<file path="config.mk">
export PLATFORM = sky130hd
export DESIGN_NAME = power_saving_mode_controller
export DESIGN_NICKNAME = d
export VERILOG_FILES = /design/src/verilog/psm_pkg.sv /design/src/verilog/clk_div_if.sv /design/src/verilog/clk_div.sv /design/src/verilog/power_saving_mode_controller.sv
export VERILOG_INCLUDE_DIRS = /design/src /design/src/verilog
export SDC_FILE = /design/constraint.sdc
export NUM_CORES = 1
export LEC_CHECK = 0
export BUFFER_PORTS_ARGS = -buffer_cell sky130_fd_sc_hd__buf_2
export CAP_MARGIN = 5
export CORE_MARGIN = 2
export CORE_UTILIZATION = 50
export DETAILED_ROUTE_END_ITERATION = 6
export GPL_ROUTABILITY_DRIVEN = 1
export PLACE_DENSITY = 0.8
export RECOVER_POWER = 50
export SYNTH_ARGS = -nofsm -noshare
export SYNTH_HDL_FRONTEND = slang
export SYNTH_SLANG_ARGS = --single-unit
</file>
<file path="constraint.sdc">
create_clock -name pclk -period 2.9 [get_ports pclk]
set_input_delay 0.435 -clock pclk [delete_from_list [all_inputs] [get_ports pclk]]
set_output_delay 0.435 -clock pclk [all_outputs]
set_load 0.05 [all_outputs]
</file>
<file path="src/verilog/psm_map.svh">
// What this block does
// - Reset enters run mode, clock divided by two
// - Slow enable bit plus two-bit divider select
// - Slow mode divides by 4, 8, 16, 32
// - Wait during slow mode keeps slow clock
// - Wait stops CPU clock, peripherals keep running
// - Wait entry forces priority bits to 10
// - Wait ends on interrupt or reset
// - Wake interrupt pushes and reloads priority bits
// - Halt picks active-halt when oscillator enable set
// - Active-halt exits with 4096-cycle delay
// - Active-halt entry forces 10, pending wakes
// - Active-halt clocks only oscillator and time base
// - Active-halt with enable set avoids watchdog reset
// - Halt exits by wake interrupt, 4096 delay
// - Halt entry clears mask, pending wakes
// - Halt stops oscillator and peripheral clocks
// - Watchdog halt option may reset instead
// - Time-base interrupt wakes active-halt only
`ifndef PSM_MAP_SVH
`define PSM_MAP_SVH
`define PSM_ADDR_CTRL     12'h000
`define PSM_ADDR_STATUS   12'h004
`define PSM_DIV_RUN       6'h02
`define PSM_DIV_SEL0      6'h04
`define PSM_DIV_SEL1      6'h08
`define PSM_DIV_SEL2      6'h10
`define PSM_DIV_SEL3      6'h20
`define PSM_STARTUP_CYC   4096
`define PSM_PRIO_ENABLE   2'h2
`define PSM_CTRL_SLOW     0
`define PSM_CTRL_SEL_LO   1
`define PSM_CTRL_SEL_HI   2
`define PSM_CTRL_OIE      3
`define PSM_CTRL_WATCHDOG_HALT_OPTION  4
`endif

</file>
<file path="src/verilog/psm_pkg.sv">
package psm_pkg;
	typedef enum logic [5:0] {
		ST_RUN   = 6'h01,
		ST_WAIT  = 6'h02,
		ST_AHALT = 6'h04,
		ST_HALT  = 6'h08,
		ST_START = 6'h10,
		ST_WDRST = 6'h20
	} mode_t;
endpackage
</file>
<file path="src/verilog/clk_div_if.sv">
`timescale 1ns/1ns
`default_nettype none
interface clk_div_if;
	logic [5:0] ratio;
	logic       run;
	logic       tick;
	modport ctrl (output ratio, output run, input tick);
	modport div (input ratio, input run, output tick);
endinterface
`default_nettype wire

</file>
<file path="src/verilog/clk_div.sv">
`timescale 1ns/1ns
`default_nettype none
`include "psm_map.svh"
module clk_div (
	// Clock and reset
	input  wire logic pclk,
	input  wire logic presetn,
	// Control
	clk_div_if.div    dif
);
	logic [5:0] cnt;
	logic [5:0] ratio_hold;
	wire        wrap = (cnt == ratio_hold - 6'h01);

	// New ratio is loaded only at wrap so no short pulse escapes
	always_ff @(posedge pclk or negedge presetn) begin
		if (!presetn) begin
			cnt        <= 6'h00;
			ratio_hold <= `PSM_DIV_RUN;
		end else if (!dif.run) begin
			cnt <= 6'h00;
		end else if (wrap) begin
			cnt        <= 6'h00;
			ratio_hold <= dif.ratio;
		end else begin
			cnt <= cnt + 6'h01;
		end
	end

	assign dif.tick = dif.run && wrap;

	property p_run_wrap;
		@(posedge pclk) disable iff (!presetn) dif.tick |=> (cnt == 6'h00);
	endproperty
	a_run_wrap: assert property (p_run_wrap) else $error("divider did not restart");
endmodule // clk_div
`default_nettype wire

</file>
<file path="src/verilog/power_saving_mode_controller.sv">
// Design decisions made here: the APB interface to the registers and the address map.
`timescale 1ns/1ns
`default_nettype none
`include "psm_map.svh"
module power_saving_mode_controller #(
	parameter int STARTUP_CYC = `PSM_STARTUP_CYC
) (
	// Clock and reset
	input  wire logic        pclk,
	input  wire logic        presetn,
	// APB slave
	input  wire logic        psel,
	input  wire logic        penable,
	input  wire logic        pwrite,
	input  wire logic [11:0] paddr,
	input  wire logic [31:0] pwdata,
	output var  logic [31:0] prdata,
	output var  logic        pready,
	output var  logic        pslverr,
	// CPU core
	input  wire logic        wfi_instr,
	input  wire logic        halt_instr,
	input  wire logic        watchdog_active,
	input  wire logic [1:0]  isr_priority,
	output var  logic        cpu_clk_en,
	output var  logic        prio_force,
	output var  logic [1:0]  prio_value,
	output var  logic        cc_push,
	output var  logic        fetch_vector,
	output var  logic        watchdog_reset,
	// Interrupt sources (pins)
	input  wire logic        irq_any,
	input  wire logic        irq_halt_wake,
	input  wire logic        irq_time_base,
	// Clock gating
	output var  logic        periph_clk_en,
	output var  logic        time_base_clk_en,
	output var  logic        osc_enable
);
	clk_div_if dif();

	psm_pkg::mode_t mode;
	psm_pkg::mode_t next_mode;
	logic       slow_mode_select;
	logic [1:0] slow_clock_divider_select;
	logic       oscillator_interrupt_enable;
	logic       watchdog_halt_option;
	logic [12:0] startup_cnt;
	logic       wake_by_irq;
	logic [2:0] sync_a;
	logic [2:0] sync_b;

	// Synchronise the interrupt pins
	always_ff @(posedge pclk or negedge presetn) begin
		if (!presetn) begin
			sync_a <= 3'h0;
			sync_b <= 3'h0;
		end else begin
			sync_a <= {irq_time_base, irq_halt_wake, irq_any};
			sync_b <= sync_a;
		end
	end
	wire irq_s  = sync_b[0];
	wire hwak_s = sync_b[1];
	wire tb_s   = sync_b[2];

	// APB decode
	wire acc       = psel && penable;
	wire hit_ctrl  = (paddr == `PSM_ADDR_CTRL);
	wire hit_stat  = (paddr == `PSM_ADDR_STATUS);
	wire wr_ctrl   = acc && pwrite && hit_ctrl;
	wire unmapped  = !(hit_ctrl || hit_stat);

	function automatic logic [5:0] div_ratio(input logic slow, input logic [1:0] sel);
		if (!slow)
			div_ratio = `PSM_DIV_RUN;
		else case (sel)
			2'h0:    div_ratio = `PSM_DIV_SEL0;
			2'h1:    div_ratio = `PSM_DIV_SEL1;
			2'h2:    div_ratio = `PSM_DIV_SEL2;
			default: div_ratio = `PSM_DIV_SEL3;
		endcase
	endfunction

	always_ff @(posedge pclk or negedge presetn) begin
		if (!presetn) begin
			slow_mode_select            <= 1'b0;
			slow_clock_divider_select   <= 2'h0;
			oscillator_interrupt_enable <= 1'b0;
			watchdog_halt_option        <= 1'b0;
		end else if (wr_ctrl) begin
			slow_mode_select            <= pwdata[`PSM_CTRL_SLOW];
			slow_clock_divider_select   <= pwdata[`PSM_CTRL_SEL_HI:`PSM_CTRL_SEL_LO];
			oscillator_interrupt_enable <= pwdata[`PSM_CTRL_OIE];
			watchdog_halt_option        <= pwdata[`PSM_CTRL_WATCHDOG_HALT_OPTION];
		end
	end

	wire [31:0] ctrl_rd = {27'h0, watchdog_halt_option, oscillator_interrupt_enable,
		slow_clock_divider_select, slow_mode_select};
	wire [31:0] stat_rd = {26'h0, mode};
	wire [31:0] rd_mux  = hit_ctrl ? ctrl_rd : (hit_stat ? stat_rd : 32'h0);

	always_ff @(posedge pclk or negedge presetn) begin
		if (!presetn) begin
			prdata  <= 32'h0;
			pready  <= 1'b0;
			pslverr <= 1'b0;
		end else begin
			pready  <= psel && !pready;
			pslverr <= psel && !pready && unmapped;
			prdata  <= (psel && !pwrite) ? rd_mux : 32'h0;
		end
	end

	// Divider: stopped in halt only, where the oscillator is off; it keeps running in active-halt and in wait
	assign dif.ratio = div_ratio(slow_mode_select, slow_clock_divider_select);
	assign dif.run   = (mode != psm_pkg::ST_HALT);
	clk_div u_div (
		.pclk    (pclk),
		.presetn (presetn),
		.dif     (dif)
	);

	// Wake conditions
	wire ahalt_wake  = irq_s && (hwak_s || tb_s);
	wire halt_wake   = irq_s && hwak_s && !tb_s;
	wire start_done  = (startup_cnt == 13'(STARTUP_CYC - 1));
	// Halt with watchdog running: option decides reset; OSCILLATOR_INTERRUPT_ENABLE set never resets
	wire halt_to_rst = watchdog_active && watchdog_halt_option && !oscillator_interrupt_enable;

	always_comb begin
		next_mode = mode;
		case (mode)
			psm_pkg::ST_RUN: begin
				if (halt_instr) begin
					if (oscillator_interrupt_enable)
						next_mode = psm_pkg::ST_AHALT;
					else if (halt_to_rst)
						next_mode = psm_pkg::ST_WDRST;
					else
						next_mode = psm_pkg::ST_HALT;
				end else if (wfi_instr) begin
					next_mode = psm_pkg::ST_WAIT;
				end
			end
			psm_pkg::ST_WAIT:
				if (irq_s)
					next_mode = psm_pkg::ST_RUN;
			psm_pkg::ST_AHALT:
				if (ahalt_wake)
					next_mode = psm_pkg::ST_START;
			psm_pkg::ST_HALT:
				if (halt_wake)
					next_mode = psm_pkg::ST_START;
			psm_pkg::ST_START:
				if (start_done)
					next_mode = psm_pkg::ST_RUN;
			psm_pkg::ST_WDRST:
				next_mode = psm_pkg::ST_WDRST;
			default:
				next_mode = psm_pkg::ST_RUN;
		endcase
	end

	always_ff @(posedge pclk or negedge presetn) begin
		if (!presetn) begin
			mode        <= psm_pkg::ST_RUN;
			startup_cnt <= 13'h0;
			wake_by_irq <= 1'b0;
		end else begin
			mode        <= next_mode;
			startup_cnt <= (mode == psm_pkg::ST_START) ? startup_cnt + 13'h1 : 13'h0;
			if (mode != psm_pkg::ST_START)
				wake_by_irq <= irq_s;
		end
	end

	// Outputs, all registered
	wire leaving = (mode == psm_pkg::ST_WAIT && next_mode == psm_pkg::ST_RUN)
		|| (mode == psm_pkg::ST_START && next_mode == psm_pkg::ST_RUN);
	wire entering = (mode == psm_pkg::ST_RUN)
		&& (next_mode == psm_pkg::ST_WAIT || next_mode == psm_pkg::ST_AHALT
		|| next_mode == psm_pkg::ST_HALT);
	// Start-up uses the request seen at wake time, the pin may have dropped since
	wire wake_irq = (mode == psm_pkg::ST_START) ? wake_by_irq : irq_s;

	always_ff @(posedge pclk or negedge presetn) begin
		if (!presetn) begin
			cpu_clk_en       <= 1'b0;
			periph_clk_en    <= 1'b0;
			time_base_clk_en <= 1'b0;
			osc_enable       <= 1'b1;
			prio_force       <= 1'b0;
			prio_value       <= `PSM_PRIO_ENABLE;
			cc_push          <= 1'b0;
			fetch_vector     <= 1'b0;
			watchdog_reset   <= 1'b0;
		end else begin
			cpu_clk_en       <= dif.tick && (next_mode == psm_pkg::ST_RUN);
			periph_clk_en    <= dif.tick && (next_mode == psm_pkg::ST_RUN
				|| next_mode == psm_pkg::ST_WAIT);
			time_base_clk_en <= dif.tick && (next_mode != psm_pkg::ST_HALT);
			osc_enable       <= (next_mode != psm_pkg::ST_HALT);
			prio_force       <= entering || (leaving && wake_irq);
			// Level holds between events, as the core's current priority does
			prio_value       <= entering ? `PSM_PRIO_ENABLE
				: ((leaving && wake_irq) ? isr_priority : prio_value);
			cc_push          <= leaving && wake_irq;
			fetch_vector     <= leaving;
			watchdog_reset   <= (next_mode == psm_pkg::ST_WDRST);
		end
	end

	// Checks
	property p_reset_run;
		@(posedge pclk) disable iff (!presetn) $rose(presetn) |-> mode == psm_pkg::ST_RUN;
	endproperty
	a_reset_run: assert property (p_reset_run) else $error("not in run after reset");
	property p_halt_select;
		@(posedge pclk) disable iff (!presetn)
		(mode == psm_pkg::ST_RUN && halt_instr && oscillator_interrupt_enable)
		|=> mode == psm_pkg::ST_AHALT;
	endproperty
	a_halt_select: assert property (p_halt_select) else $error("active-halt not chosen");
	property p_wait_entry;
		@(posedge pclk) disable iff (!presetn)
		(mode == psm_pkg::ST_RUN && wfi_instr && !halt_instr) |=> ##0 (prio_force
		&& prio_value == `PSM_PRIO_ENABLE && mode == psm_pkg::ST_WAIT);
	endproperty
	a_wait_entry: assert property (p_wait_entry) else $error("wait entry wrong");
	property p_wait_cpu_off;
		@(posedge pclk) disable iff (!presetn)
		(mode == psm_pkg::ST_WAIT && $past(mode) == psm_pkg::ST_WAIT) |-> !cpu_clk_en;
	endproperty
	a_wait_cpu_off: assert property (p_wait_cpu_off) else $error("cpu clocked in wait");
	property p_halt_osc;
		@(posedge pclk) disable iff (!presetn)
		mode == psm_pkg::ST_HALT |-> !osc_enable && !periph_clk_en;
	endproperty
	a_halt_osc: assert property (p_halt_osc) else $error("oscillator on in halt");
	property p_tb_no_halt_wake;
		@(posedge pclk) disable iff (!presetn)
		(mode == psm_pkg::ST_HALT && tb_s) |=> mode == psm_pkg::ST_HALT;
	endproperty
	a_tb_no_halt_wake: assert property (p_tb_no_halt_wake) else $error("time base left halt");
	property p_startup_len;
		@(posedge pclk) disable iff (!presetn)
		$rose(mode == psm_pkg::ST_START) |-> startup_cnt == 13'h0;
	endproperty
	a_startup_len: assert property (p_startup_len) else $error("startup count not zero");
	property p_startup_end;
		@(posedge pclk) disable iff (!presetn)
		(mode == psm_pkg::ST_START && start_done) |=> mode == psm_pkg::ST_RUN && fetch_vector;
	endproperty
	a_startup_end: assert property (p_startup_end) else $error("startup did not end");
	property p_ahalt_no_wdrst;
		@(posedge pclk) disable iff (!presetn)
		(mode == psm_pkg::ST_RUN && halt_instr && oscillator_interrupt_enable)
		|=> !watchdog_reset;
	endproperty
	a_ahalt_no_wdrst: assert property (p_ahalt_no_wdrst) else $error("watchdog reset");
	property p_wait_wake;
		@(posedge pclk) disable iff (!presetn)
		(mode == psm_pkg::ST_WAIT && irq_s) |=> mode == psm_pkg::ST_RUN && fetch_vector;
	endproperty
	a_wait_wake: assert property (p_wait_wake) else $error("wait did not wake");

	property p_wake_push;
		@(posedge pclk) disable iff (!presetn)
		(mode == psm_pkg::ST_WAIT && irq_s)
		|=> cc_push && prio_force && prio_value == $past(isr_priority);
	endproperty
	a_wake_push: assert property (p_wake_push) else $error("priority not reloaded");

	property p_wait_periph;
		@(posedge pclk) disable iff (!presetn)
		(mode == psm_pkg::ST_WAIT && next_mode == psm_pkg::ST_WAIT && dif.tick)
		|=> periph_clk_en && !cpu_clk_en;
	endproperty
	a_wait_periph: assert property (p_wait_periph) else $error("peripherals stopped");

	property p_ahalt_entry;
		@(posedge pclk) disable iff (!presetn)
		(mode == psm_pkg::ST_RUN && halt_instr && oscillator_interrupt_enable)
		|=> prio_force && prio_value == `PSM_PRIO_ENABLE;
	endproperty
	a_ahalt_entry: assert property (p_ahalt_entry) else $error("priority not forced");

	property p_ahalt_pending;
		@(posedge pclk) disable iff (!presetn)
		(mode == psm_pkg::ST_AHALT && irq_s && hwak_s) |=> mode == psm_pkg::ST_START;
	endproperty
	a_ahalt_pending: assert property (p_ahalt_pending) else $error("pending did not wake");

	property p_ahalt_tb_wake;
		@(posedge pclk) disable iff (!presetn)
		(mode == psm_pkg::ST_AHALT && irq_s && tb_s) |=> mode == psm_pkg::ST_START;
	endproperty
	a_ahalt_tb_wake: assert property (p_ahalt_tb_wake) else $error("time base no wake");

	property p_ahalt_clocks;
		@(posedge pclk) disable iff (!presetn)
		mode == psm_pkg::ST_AHALT |-> !cpu_clk_en && !periph_clk_en && osc_enable;
	endproperty
	a_ahalt_clocks: assert property (p_ahalt_clocks) else $error("active-halt clocks wrong");

	property p_halt_entry;
		@(posedge pclk) disable iff (!presetn)
		(mode == psm_pkg::ST_RUN && halt_instr && !oscillator_interrupt_enable
		&& !(watchdog_active && watchdog_halt_option))
		|=> mode == psm_pkg::ST_HALT && prio_force && prio_value == `PSM_PRIO_ENABLE;
	endproperty
	a_halt_entry: assert property (p_halt_entry) else $error("halt entry wrong");

	property p_halt_clocks;
		@(posedge pclk) disable iff (!presetn)
		mode == psm_pkg::ST_HALT |-> !cpu_clk_en && !time_base_clk_en;
	endproperty
	a_halt_clocks: assert property (p_halt_clocks) else $error("clock running in halt");

	property p_osc_restart;
		@(posedge pclk) disable iff (!presetn)
		(mode == psm_pkg::ST_HALT && irq_s && hwak_s && !tb_s)
		|=> osc_enable && mode == psm_pkg::ST_START;
	endproperty
	a_osc_restart: assert property (p_osc_restart) else $error("oscillator not restarted");

	property p_wdrst_entry;
		@(posedge pclk) disable iff (!presetn)
		(mode == psm_pkg::ST_RUN && halt_instr && !oscillator_interrupt_enable
		&& watchdog_active && watchdog_halt_option) |=> watchdog_reset;
	endproperty
	a_wdrst_entry: assert property (p_wdrst_entry) else $error("watchdog reset missing");

	property p_wdrst_option_off;
		@(posedge pclk) disable iff (!presetn)
		(mode == psm_pkg::ST_RUN && halt_instr && !watchdog_halt_option) |=> !watchdog_reset;
	endproperty
	a_wdrst_option_off: assert property (p_wdrst_option_off) else $error("unwanted reset");

	c_wait: cover property (@(posedge pclk) mode == psm_pkg::ST_WAIT ##1 mode == psm_pkg::ST_RUN);
	c_ahalt: cover property (@(posedge pclk) mode == psm_pkg::ST_AHALT ##1 mode == psm_pkg::ST_START);
	c_halt: cover property (@(posedge pclk) mode == psm_pkg::ST_HALT ##1 mode == psm_pkg::ST_START);
	c_slow_wait: cover property (@(posedge pclk)
		mode == psm_pkg::ST_WAIT && slow_mode_select && periph_clk_en);
	c_wdrst: cover property (@(posedge pclk)
		mode == psm_pkg::ST_RUN ##1 mode == psm_pkg::ST_WDRST);
endmodule // power_saving_mode_controller
`default_nettype wire

</file>
==> impl_metrics.env, run 1 <==
export IMPL_status="complete, no violations"
export IMPL_start_util=0.525
export IMPL_crit_slowest_cell="dfstp_2"
export IMPL_hold_ws_ns=0.202
export IMPL_hp_start="irq_time_base"
export IMPL_slew_viol_final=0
export IMPL_gr_total_overflow=0
export IMPL_wl_per_cell_um=12.7
export IMPL_syn_inst=269
export IMPL_antenna_cells=0
export IMPL_critical_path_buf_inv_count=1
export IMPL_synth_most_common_cell="dfrtp_1"
export IMPL_min_period_over_period=0.751
export IMPL_cts_hold_buf=0
export IMPL_max_slew_worst_pin_slew_ns=1.41
export IMPL_critPathCaptureType="register"
export IMPL_startpoint_type="register"
export IMPL_dieHeight_um=80.7
export IMPL_ys_flop_type="dfrtp_1"
export IMPL_worstPathMaxFanout=8
export IMPL_grt_pass1_vias=1932
export IMPL_cts_root_buf="clkbuf_8"
export IMPL_die_area_sq_mm=0.00651
export IMPL_critPathTopFamily="simple AND/OR/NAND/NOR gates"
export IMPL_layoutNonFillerInstCount=394
export IMPL_antenna_left=0
export IMPL_clk_path_buf_depth=2
export IMPL_cp_slowest_stage_delay_ns=0.55
export IMPL_drive_above_1_share=0.239
export IMPL_syn_avg_cell_area_sq_um=10.9
export IMPL_core_rowCount=27
export IMPL_yosys_area_top_type="dfrtp_1"
export IMPL_setup_tns_final_ns=0
export IMPL_p_leak_nw=1.59
export IMPL_path_clk_slew_ns=0.06
export IMPL_fin_worst_skew_ns=0.00770
export IMPL_worstPathRequired_ns=3.12
export IMPL_crit_path_start="u_div.ratio_hold[1]"
export IMPL_drv_cap=0
export IMPL_finalSetupViolations=0
export IMPL_fmax_mhz=459
export IMPL_grt_pass1_wl_mm=8.53
export IMPL_clk_latency_ns=0.34
export IMPL_die_w_um=80.7
export IMPL_htreeDepth=3
export IMPL_async_flop_share=1.00
export IMPL_io_buffers=47
export IMPL_ys_warnings_count=0
export IMPL_cp_cell_sequence="inv_1 > ha_1 > xor2_1 > nand3_1 > nor4_4 > mux2_4"
export IMPL_grt_max_degree=61
export IMPL_fillerInstances=488
export IMPL_firstDrtPassIters=4
export IMPL_drt_iter0_markers=109
export IMPL_rsz0062_at_grt="false"
export IMPL_hold_viol_final=0
export IMPL_synth_area_leaders="dfrtp_1, buf_4, dfstp_2, nor2_1, mux2i_1"
export IMPL_r2r_start="u_div.ratio_hold[1]"
export IMPL_post_cts_buffers=0
export IMPL_cts_resized_gates=0
export IMPL_crit_type="register to register"
export IMPL_ys_top_cells_by_count="dfrtp_1, nor2_1, buf_4"
export IMPL_cts_tree="built"
export IMPL_areaGrowthSynthToFinish_pct=12.5
export IMPL_dp_hpwl_mm=3.56
export IMPL_nets=377
export IMPL_remaining_drc_errors=0
export IMPL_io_pins=101
export IMPL_powerDensity_mw_per_mm2=701
export IMPL_seq_area_frac_synth=0.512
export IMPL_cts_sinks=60
export IMPL_synth_edf_count=0
export IMPL_grt_total_usage=0.174
export IMPL_slew_headroom=0.0618
export IMPL_vdd_drop_max_v=0.000396
export IMPL_synth_distinct_cells=48
export IMPL_cts_buffers=9
export IMPL_synth_top_area_share=0.476
export IMPL_arrival_ns=2.40
export IMPL_routed_via_density=5.13
export IMPL_dp_cells=378
export IMPL_drt_wl_total_mm=5.01
export IMPL_antenna_found_initial=0
export IMPL_via_count=2022
export IMPL_hold_class="input port to register"
export IMPL_period_needed_ns=2.18
export IMPL_ys_seq_elements=60
export IMPL_place_gp_congestion=0.786
export IMPL_coreArea_sq_mm=0.00561
export IMPL_syn_area_sq_mm=0.00294
[stage by stage]
step           setup slack [ns]  instance area (sq um)   util  total power, mW
4_1_cts                   0.699                   3310  0.591             2.34
2_1_floorplan             0.852                   3040      -             1.52
6_report                  0.721                   3310  0.590             2.32
3_5_place_dp              0.695                   3120  0.557             1.61
5_1_grt                   0.523                   3310  0.590             2.45
3_3_place_gp              0.715                   3120  0.557             1.59
[sequential cells by signal, summed over array words and instances (netlist names), 2 cells and up]
name and flops:
prio_value 2, sync_b 3, prdata 6, startup_cnt 13, u_div.ratio_hold 5, sync_a 3
u_div.cnt 6, slow_clock_divider_select 2, mode 6
[worst reg2reg max path: stages, from the launching register on]
cell and delay (ns):
dfstp_2 0.55, inv_1 0.06, ha_1 0.30, xor2_1 0.13
nand3_1 0.15, nor4_4 0.54, mux2_4 0.35
[cells in the final DEF, fill, tap and decap left out, drive strengths merged, types with 3 or more instances in the layout]
master  count
nor4        6
buf        47
or3         5
nand2b      5
a21oi       8
inv         7
mux2        9
a32o        5
nand4       4
xnor2       7
xor2        9
mux2i       8
nand2      14
dfstp       4
nand3b      4
nand3       6
ha          3
clkbuf     14
nor2b       5
conb       26
nor2       28
nor3        6
dfrtp      56
o21ai      10
[path summary, 6_finish.rpt]
kind,slack [ns],end,cells after the start
setup / recovery,0.72,u_div.ratio_hold[4],6
hold / removal,0.20,sync_a[2],1
setup reg to reg,0.72,u_div.ratio_hold[4],6
hold reg to reg,0.35,sync_b[1],0
max in group asynchronous,1.54,u_div.cnt[2],2
min in group asynchronous,0.50,pready,2
[cell type report]
cell class              instances  area, sq um  share of cell area
well taps                      72         90.1              0.0272
multi-input cells             191         1260               0.380
inverters                       7         26.3             0.00794
repair buffers                 48          240              0.0726
flip-flops and latches         60         1510               0.455
clock inverters                 3         40.0              0.0121
clock buffers                  13          149              0.0450
[where the power goes]
| part | switching [mW] | internal [mW] | total, mW |
|---|---|---|---|
| Combinational | 0.363 | 0.194 | 0.557 |
| Sequential | 0.107 | 0.932 | 1.04 |
| Clock | 0.307 | 0.418 | 0.725 |
[per-layer routing]
| metal | vias to the layer above | track usage | part of all wire |
|---|---|---|---|
| met4 | 0 | 0.107 | 0.017 |
| met2 | 73 | 0.283 | 0.49 |
| met1 | 965 | 0.212 | 0.43 |
| met5 | - | 0 | 0 |
| met3 | 6 | 0.0393 | 0.060 |
| li1 | 978 | - | - |
[cell families (layout without fill, tap and decap cells)]
family	count (synthesis)	in the layout	synth area share
and+or+nand+nor	97	97	0.193
other	1	26	0.00127
muxes	17	17	0.0668
DFF	60	60	0.512
AOI/OAI and AO/OA	32	32	0.0740
xor gates and xnor gates	16	16	0.0476
adders and majority gates	3	3	0.0128
buffers and inverters	43	71	0.0923
(Power assumes the default switching activity.)
==> run 2: changes to the inputs <==
Settings changed: ABC_AREA from default to 1.
Clock period 2.9 ns to 2.2 ns, I/O delays scaled along.
==> impl_metrics.env, run 2 <==
export IMPL_status="complete, no violations"
export IMPL_startpoint_type="register"
export IMPL_antenna_found_initial=0
export IMPL_clk_latency_ns=0.34
export IMPL_drt_iter0_markers=91
export IMPL_nets=468
export IMPL_ys_top_cells_by_count="nand2_1, dfrtp_1, nor2_1"
export IMPL_r2r_start="u_div.ratio_hold[1]"
export IMPL_worstPathRequired_ns=2.42
export IMPL_p_clk_frac=0.299
export IMPL_cts_root_buf="clkbuf_8"
export IMPL_clk_path_buf_depth=2
export IMPL_grt_pass1_vias=2328
export IMPL_areaGrowthSynthToFinish_pct=13.2
export IMPL_p_int_mw=1.99
export IMPL_crit_path_start="u_div.ratio_hold[1]"
export IMPL_arrival_ns=2.19
export IMPL_max_slew_worst_pin_slew_ns=1.17
export IMPL_dieHeight_um=81.2
export IMPL_firstDrtPassIters=4
export IMPL_dp_cells=471
export IMPL_rrSetupSlack_ns=0.23
export IMPL_place_gp_congestion=0.818
export IMPL_swShare=0.352
export IMPL_p_seq_frac=0.437
export IMPL_synth_most_common_cell="nand2_1"
export IMPL_layoutNonFillerInstCount=488
export IMPL_fin_worst_skew_ns=0.0113
export IMPL_via_count=2309
export IMPL_drv_cap=0
export IMPL_antenna_cells=0
export IMPL_rsz0062_at_grt="false"
export IMPL_start_util=0.509
export IMPL_cts_tree="built"
export IMPL_ys_warnings_count=0
export IMPL_powerDensity_mw_per_mm2=913
export IMPL_period_needed_ns=1.97
export IMPL_hold_viol_final=0
export IMPL_largest_reg_flops=13
export IMPL_synth_edf_count=0
export IMPL_htreeDepth=3
export IMPL_die_area_sq_mm=0.00659
export IMPL_power_switching_mw=1.08
export IMPL_post_cts_buffers=0
export IMPL_cts_sinks=60
export IMPL_fin_area_sq_mm=0.00337
export IMPL_finalSetupViolations=0
export IMPL_coreArea_sq_mm=0.00585
export IMPL_async_flop_share=1.00
export IMPL_syn_area_sq_mm=0.00298
export IMPL_synth_top_area_share=0.471
export IMPL_drt_wl_total_mm=5.71
export IMPL_top_register="startup_cnt"
export IMPL_synth_distinct_cells=31
export IMPL_layout_commonest_cell="nand2_1"
export IMPL_min_period_over_period=0.894
export IMPL_p_leak_nw=1.76
export IMPL_ys_flop_type="dfrtp_1"
export IMPL_fmax_mhz=509
export IMPL_vdd_drop_max_v=0.000736
export IMPL_slew_headroom=0.221
export IMPL_drive_above_1_share=0.179
export IMPL_path_clk_slew_ns=0.07
export IMPL_die_w_um=81.2
export IMPL_core_rowCount=28
export IMPL_fillerInstances=547
export IMPL_rr_worst_depth=9
export IMPL_gr_total_overflow=0
export IMPL_grt_total_usage=0.202
export IMPL_slew_viol_final=0
export IMPL_grt_pass1_wl_mm=9.96
export IMPL_seq_area_frac_synth=0.506
export IMPL_yosys_area_top_type="dfrtp_1"
export IMPL_cp_endpoint="u_div.ratio_hold[5]"
export IMPL_syn_inst=351
export IMPL_antenna_left=0
export IMPL_critPathCaptureType="register"
export IMPL_cts_buffers=9
export IMPL_grt_max_degree=24
export IMPL_io_buffers=47
export IMPL_io_pins=101
export IMPL_final_cell_mix="nand2_1, dfrtp_1, nor2_1"
export IMPL_remaining_drc_errors=0
export IMPL_dp_hpwl_mm=4.38
export IMPL_final_core_util=0.576
export IMPL_crit_type="register to register"
export IMPL_syn_avg_cell_area_sq_um=8.48
export IMPL_worstPathMaxFanout=11
export IMPL_synth_area_leaders="dfrtp_1, nand2_1, buf_4, nor2_1, inv_1"
export IMPL_wl_per_cell_um=11.7
export IMPL_setup_tns_final_ns=0
export IMPL_reg2reg_to="u_div.ratio_hold[5]"
export IMPL_p_comb_frac=0.264
export IMPL_dpl_cell_area_sq_mm=0.00320
export IMPL_routed_via_density=4.73
export IMPL_hold_class="input port to register"
export IMPL_ys_seq_elements=60
## run 2: final cells by class
| class | count | area (sq um) | area share |
|---|---|---|---|
| clock buffer | 10 | 128 | 0.0379 |
| inverter | 42 | 158 | 0.0468 |
| timing repair buffer | 50 | 243 | 0.0720 |
| sequential | 60 | 1510 | 0.447 |
| clock inverter | 6 | 55.1 | 0.0163 |
| multi-input combinational | 245 | 1190 | 0.352 |
| tap | 75 | 93.8 | 0.0278 |
## run 2: worst min path at each step
stage                  from                to  depth (start not counted)  slack (ns)
floorplan           presetn           cc_push                          0        0.03
global placement    presetn  slow_mode_select                          1        0.32
detailed placement  presetn         prdata[3]                          1        0.33
CTS                 irq_any         sync_a[0]                          1        0.07
global route        irq_any         sync_a[0]                          1        0.08
finish              irq_any         sync_a[0]                          1        0.10
## run 2: what timing repair did
| action | CTS | global route |
|---|---|---|
| endpoints found under the hold margin | 20 | 0 |
| hold buffers | 1 | 0 |
| gates resized for setup | 0 | 0 |
| endpoints found under the setup margin | 0 | 0 |
## run 2: kinds of logic (layout without fill, tap and decap cells)
group | after synthesis | after routing | share of synthesized area
AO/OA/AOI/OAI | 31 | 31 | 0.0647
XOR/XNOR | 11 | 11 | 0.0324
adder cells (fa/ha/maj) | 3 | 3 | 0.0126
buffers and inverters | 71 | 108 | 0.126
flip-flops | 60 | 60 | 0.506
other | 1 | 26 | 0.00126
AND/OR/NAND/NOR | 174 | 174 | 0.257
## run 2: critical path, stage by stage, from the launching register on
cell and delay, ns:
dfstp_2 0.56, inv_1 0.06, ha_1 0.32, xnor2_1 0.13, nor2_1 0.10, nand2_1 0.10
nor2_4 0.19, nand2_2 0.19, nand2_1 0.14, o21ai_2 0.06
## run 2: metal layers
metal  global-route usage  wire length (um)  vias to the layer above
met1                0.223              2290                     1062
met5                    0                 0                        -
li1                     -                 -                     1176
met3               0.0722               282                       15
met4               0.0881               129                        0
met2                0.350              3010                       56
## run 2: stage by stage
step	hold slack [ns]	worst slack [ns]	power, mW
global route	0.0795	0.0470	3.29
finish	0.101	0.234	3.08
floorplan	0.0344	0.440	2.02
CTS	0.0744	0.230	3.13
global placement	0.320	0.321	2.16
detailed placement	0.325	0.247	2.18
## run 2: power groups by stage
stage / clock [mW] / sequential [mW] / combinational [mW]
6_report: 0.921 / 1.34 / 0.812
5_1_grt: 1.00 / 1.36 / 0.925
4_1_cts: 0.962 / 1.34 / 0.823
3_5_place_dp: 0 / 1.36 / 0.818
3_3_place_gp: 0 / 1.36 / 0.795
2_1_floorplan: 0 / 1.47 / 0.556
==> run 3: changes to the inputs <==
Settings changed: ABC_AREA 1 to default.
==> impl_metrics.env, run 3 (synthesis gave the netlist of run 1 again) <==
export IMPL_layoutNonFillerInstCount=401
export IMPL_dieHeight_um=80.7
export IMPL_min_period_over_period=0.937
export IMPL_hp_start="irq_any"
export IMPL_grt_max_degree=61
export IMPL_worstPathMaxFanout=5
export IMPL_critPathCaptureType="register"
export IMPL_crit_type="register to register"
export IMPL_largest_reg_flops=13
export IMPL_finalSetupViolations=0
export IMPL_drt_iter0_markers=155
export IMPL_cts_tree="built"
export IMPL_grt_total_usage=0.181
export IMPL_fmax_mhz=485
export IMPL_hold_viol_final=0
export IMPL_top_register="startup_cnt"
export IMPL_grt_pass1_vias=1960
export IMPL_layout_commonest_cell="dfrtp_1"
export IMPL_rr_worst_depth=7
export IMPL_io_buffers=47
export IMPL_io_pins=101
export IMPL_areaGrowthSynthToFinish_pct=14.7
export IMPL_dp_hpwl_mm=3.81
export IMPL_via_count=2040
export IMPL_coreArea_sq_mm=0.00561
export IMPL_dpl_cell_area_sq_mm=0.00319
export IMPL_fillerInstances=459
export IMPL_cts_resized_gates=0
export IMPL_startpoint_type="register"
export IMPL_gr_total_overflow=0
export IMPL_r2r_start="u_div.ratio_hold[1]"
export IMPL_die_w_um=80.7
export IMPL_start_util=0.525
export IMPL_antenna_found_initial=0
export IMPL_arrival_ns=2.32
export IMPL_place_gp_congestion=0.766
export IMPL_seq_area_sq_mm=0.00151
export IMPL_drive_above_1_share=0.258
export IMPL_clk_latency_ns=0.33
export IMPL_wl_per_cell_um=13.1
export IMPL_dp_cells=385
export IMPL_fin_worst_skew_ns=0.00875
export IMPL_hold_path_depth=1
export IMPL_nets=384
export IMPL_cts_buffers=9
export IMPL_htreeDepth=3
export IMPL_antenna_left=0
export IMPL_whs_endpoint="sync_a[0]"
export IMPL_drt_wl_total_mm=5.25
export IMPL_worstPathRequired_ns=2.46
export IMPL_core_rowCount=27
export IMPL_slew_viol_final=0
export IMPL_routed_via_density=5.09
export IMPL_cts_root_buf="clkbuf_8"
export IMPL_die_area_sq_mm=0.00651
export IMPL_reg2reg_to="u_div.ratio_hold[2]"
export IMPL_slew_headroom=0.0704
export IMPL_clk_path_buf_depth=2
export IMPL_powerDensity_mw_per_mm2=930
export IMPL_total_power_mw=3.14
export IMPL_fin_area_sq_mm=0.00338
export IMPL_setup_tns_final_ns=0
export IMPL_path_clk_slew_ns=0.07
export IMPL_multiInputGateArea_sq_mm=0.00126
export IMPL_hold_ws_ns=0.0981
export IMPL_cts_sinks=60
export IMPL_drv_cap=0
export IMPL_grt_pass1_wl_mm=8.81
export IMPL_vdd_drop_max_v=0.000708
export IMPL_status="complete, no violations"
export IMPL_firstDrtPassIters=4
export IMPL_rsz0062_at_grt="false"
export IMPL_hold_class="input port to register"
export IMPL_final_cell_mix="dfrtp_1, buf_2, nor2_1"
export IMPL_max_slew_worst_pin_slew_ns=1.39
export IMPL_antenna_cells=0
export IMPL_rrSetupSlack_ns=0.14
export IMPL_p_leak_nw=1.63
export IMPL_period_needed_ns=2.06
export IMPL_remaining_drc_errors=0
## run 3: cell type report
class / count / area share
sequential: 60 / 0.446
multi-input combinational: 191 / 0.373
timing repair buffer: 55 / 0.0864
clock buffer: 12 / 0.0460
tap: 72 / 0.0267
clock inverter: 4 / 0.0141
inverter: 7 / 0.00778
## run 3: critical path: stages, from the launching register on
cell	delay [ns]
dfstp_2	0.55
inv_1	0.06
ha_1	0.22
a31oi_1	0.16
a21oi_1	0.15
nor4_4	0.46
buf_4	0.22
mux2i_1	0.18
## run 3: layer usage
layer,track usage,vias to the layer above,share of wire
li1,-,982,-
met2,0.296,66,0.50
met3,0.0449,9,0.047
met4,0.0932,0,0.023
met5,0,-,0
met1,0.221,983,0.43
## run 3: worst max path at each step
stage | depth (start not counted) | slack [ns] | end | from
2_1_floorplan | 6 | 0.15 | u_div.ratio_hold[3] | u_div.ratio_hold[1]
3_3_place_gp | 7 | 0.15 | u_div.ratio_hold[1] | u_div.ratio_hold[1]
3_5_place_dp | 7 | 0.09 | u_div.ratio_hold[2] | u_div.ratio_hold[1]
4_1_cts | 7 | 0.08 | u_div.ratio_hold[2] | u_div.ratio_hold[1]
5_1_grt | 7 | 0.03 | u_div.ratio_hold[2] | u_div.ratio_hold[1]
6_report | 7 | 0.14 | u_div.ratio_hold[2] | u_div.ratio_hold[1]
## run 3: power by group
part	internal, mW	total (mW)	leakage, nW	switching [mW]
registers	1.23	1.37	0.793	0.139
logic	0.286	0.775	0.733	0.489
clock network	0.581	0.997	0.102	0.416
## run 3: timing repair
item | 4_1_cts | 5_1_grt
setup buffers | 0 | 0
hold endpoints to repair | 0 | 0
hold buffers | 0 | 0
endpoints found under the setup margin | 0 | 2
## run 3: per-stage QoR
step,worst slack [ns],util
2_1_floorplan,0.152,-
3_3_place_gp,0.152,0.569
3_5_place_dp,0.0916,0.569
4_1_cts,0.0760,0.605
5_1_grt,0.0261,0.602
6_report,0.139,0.602
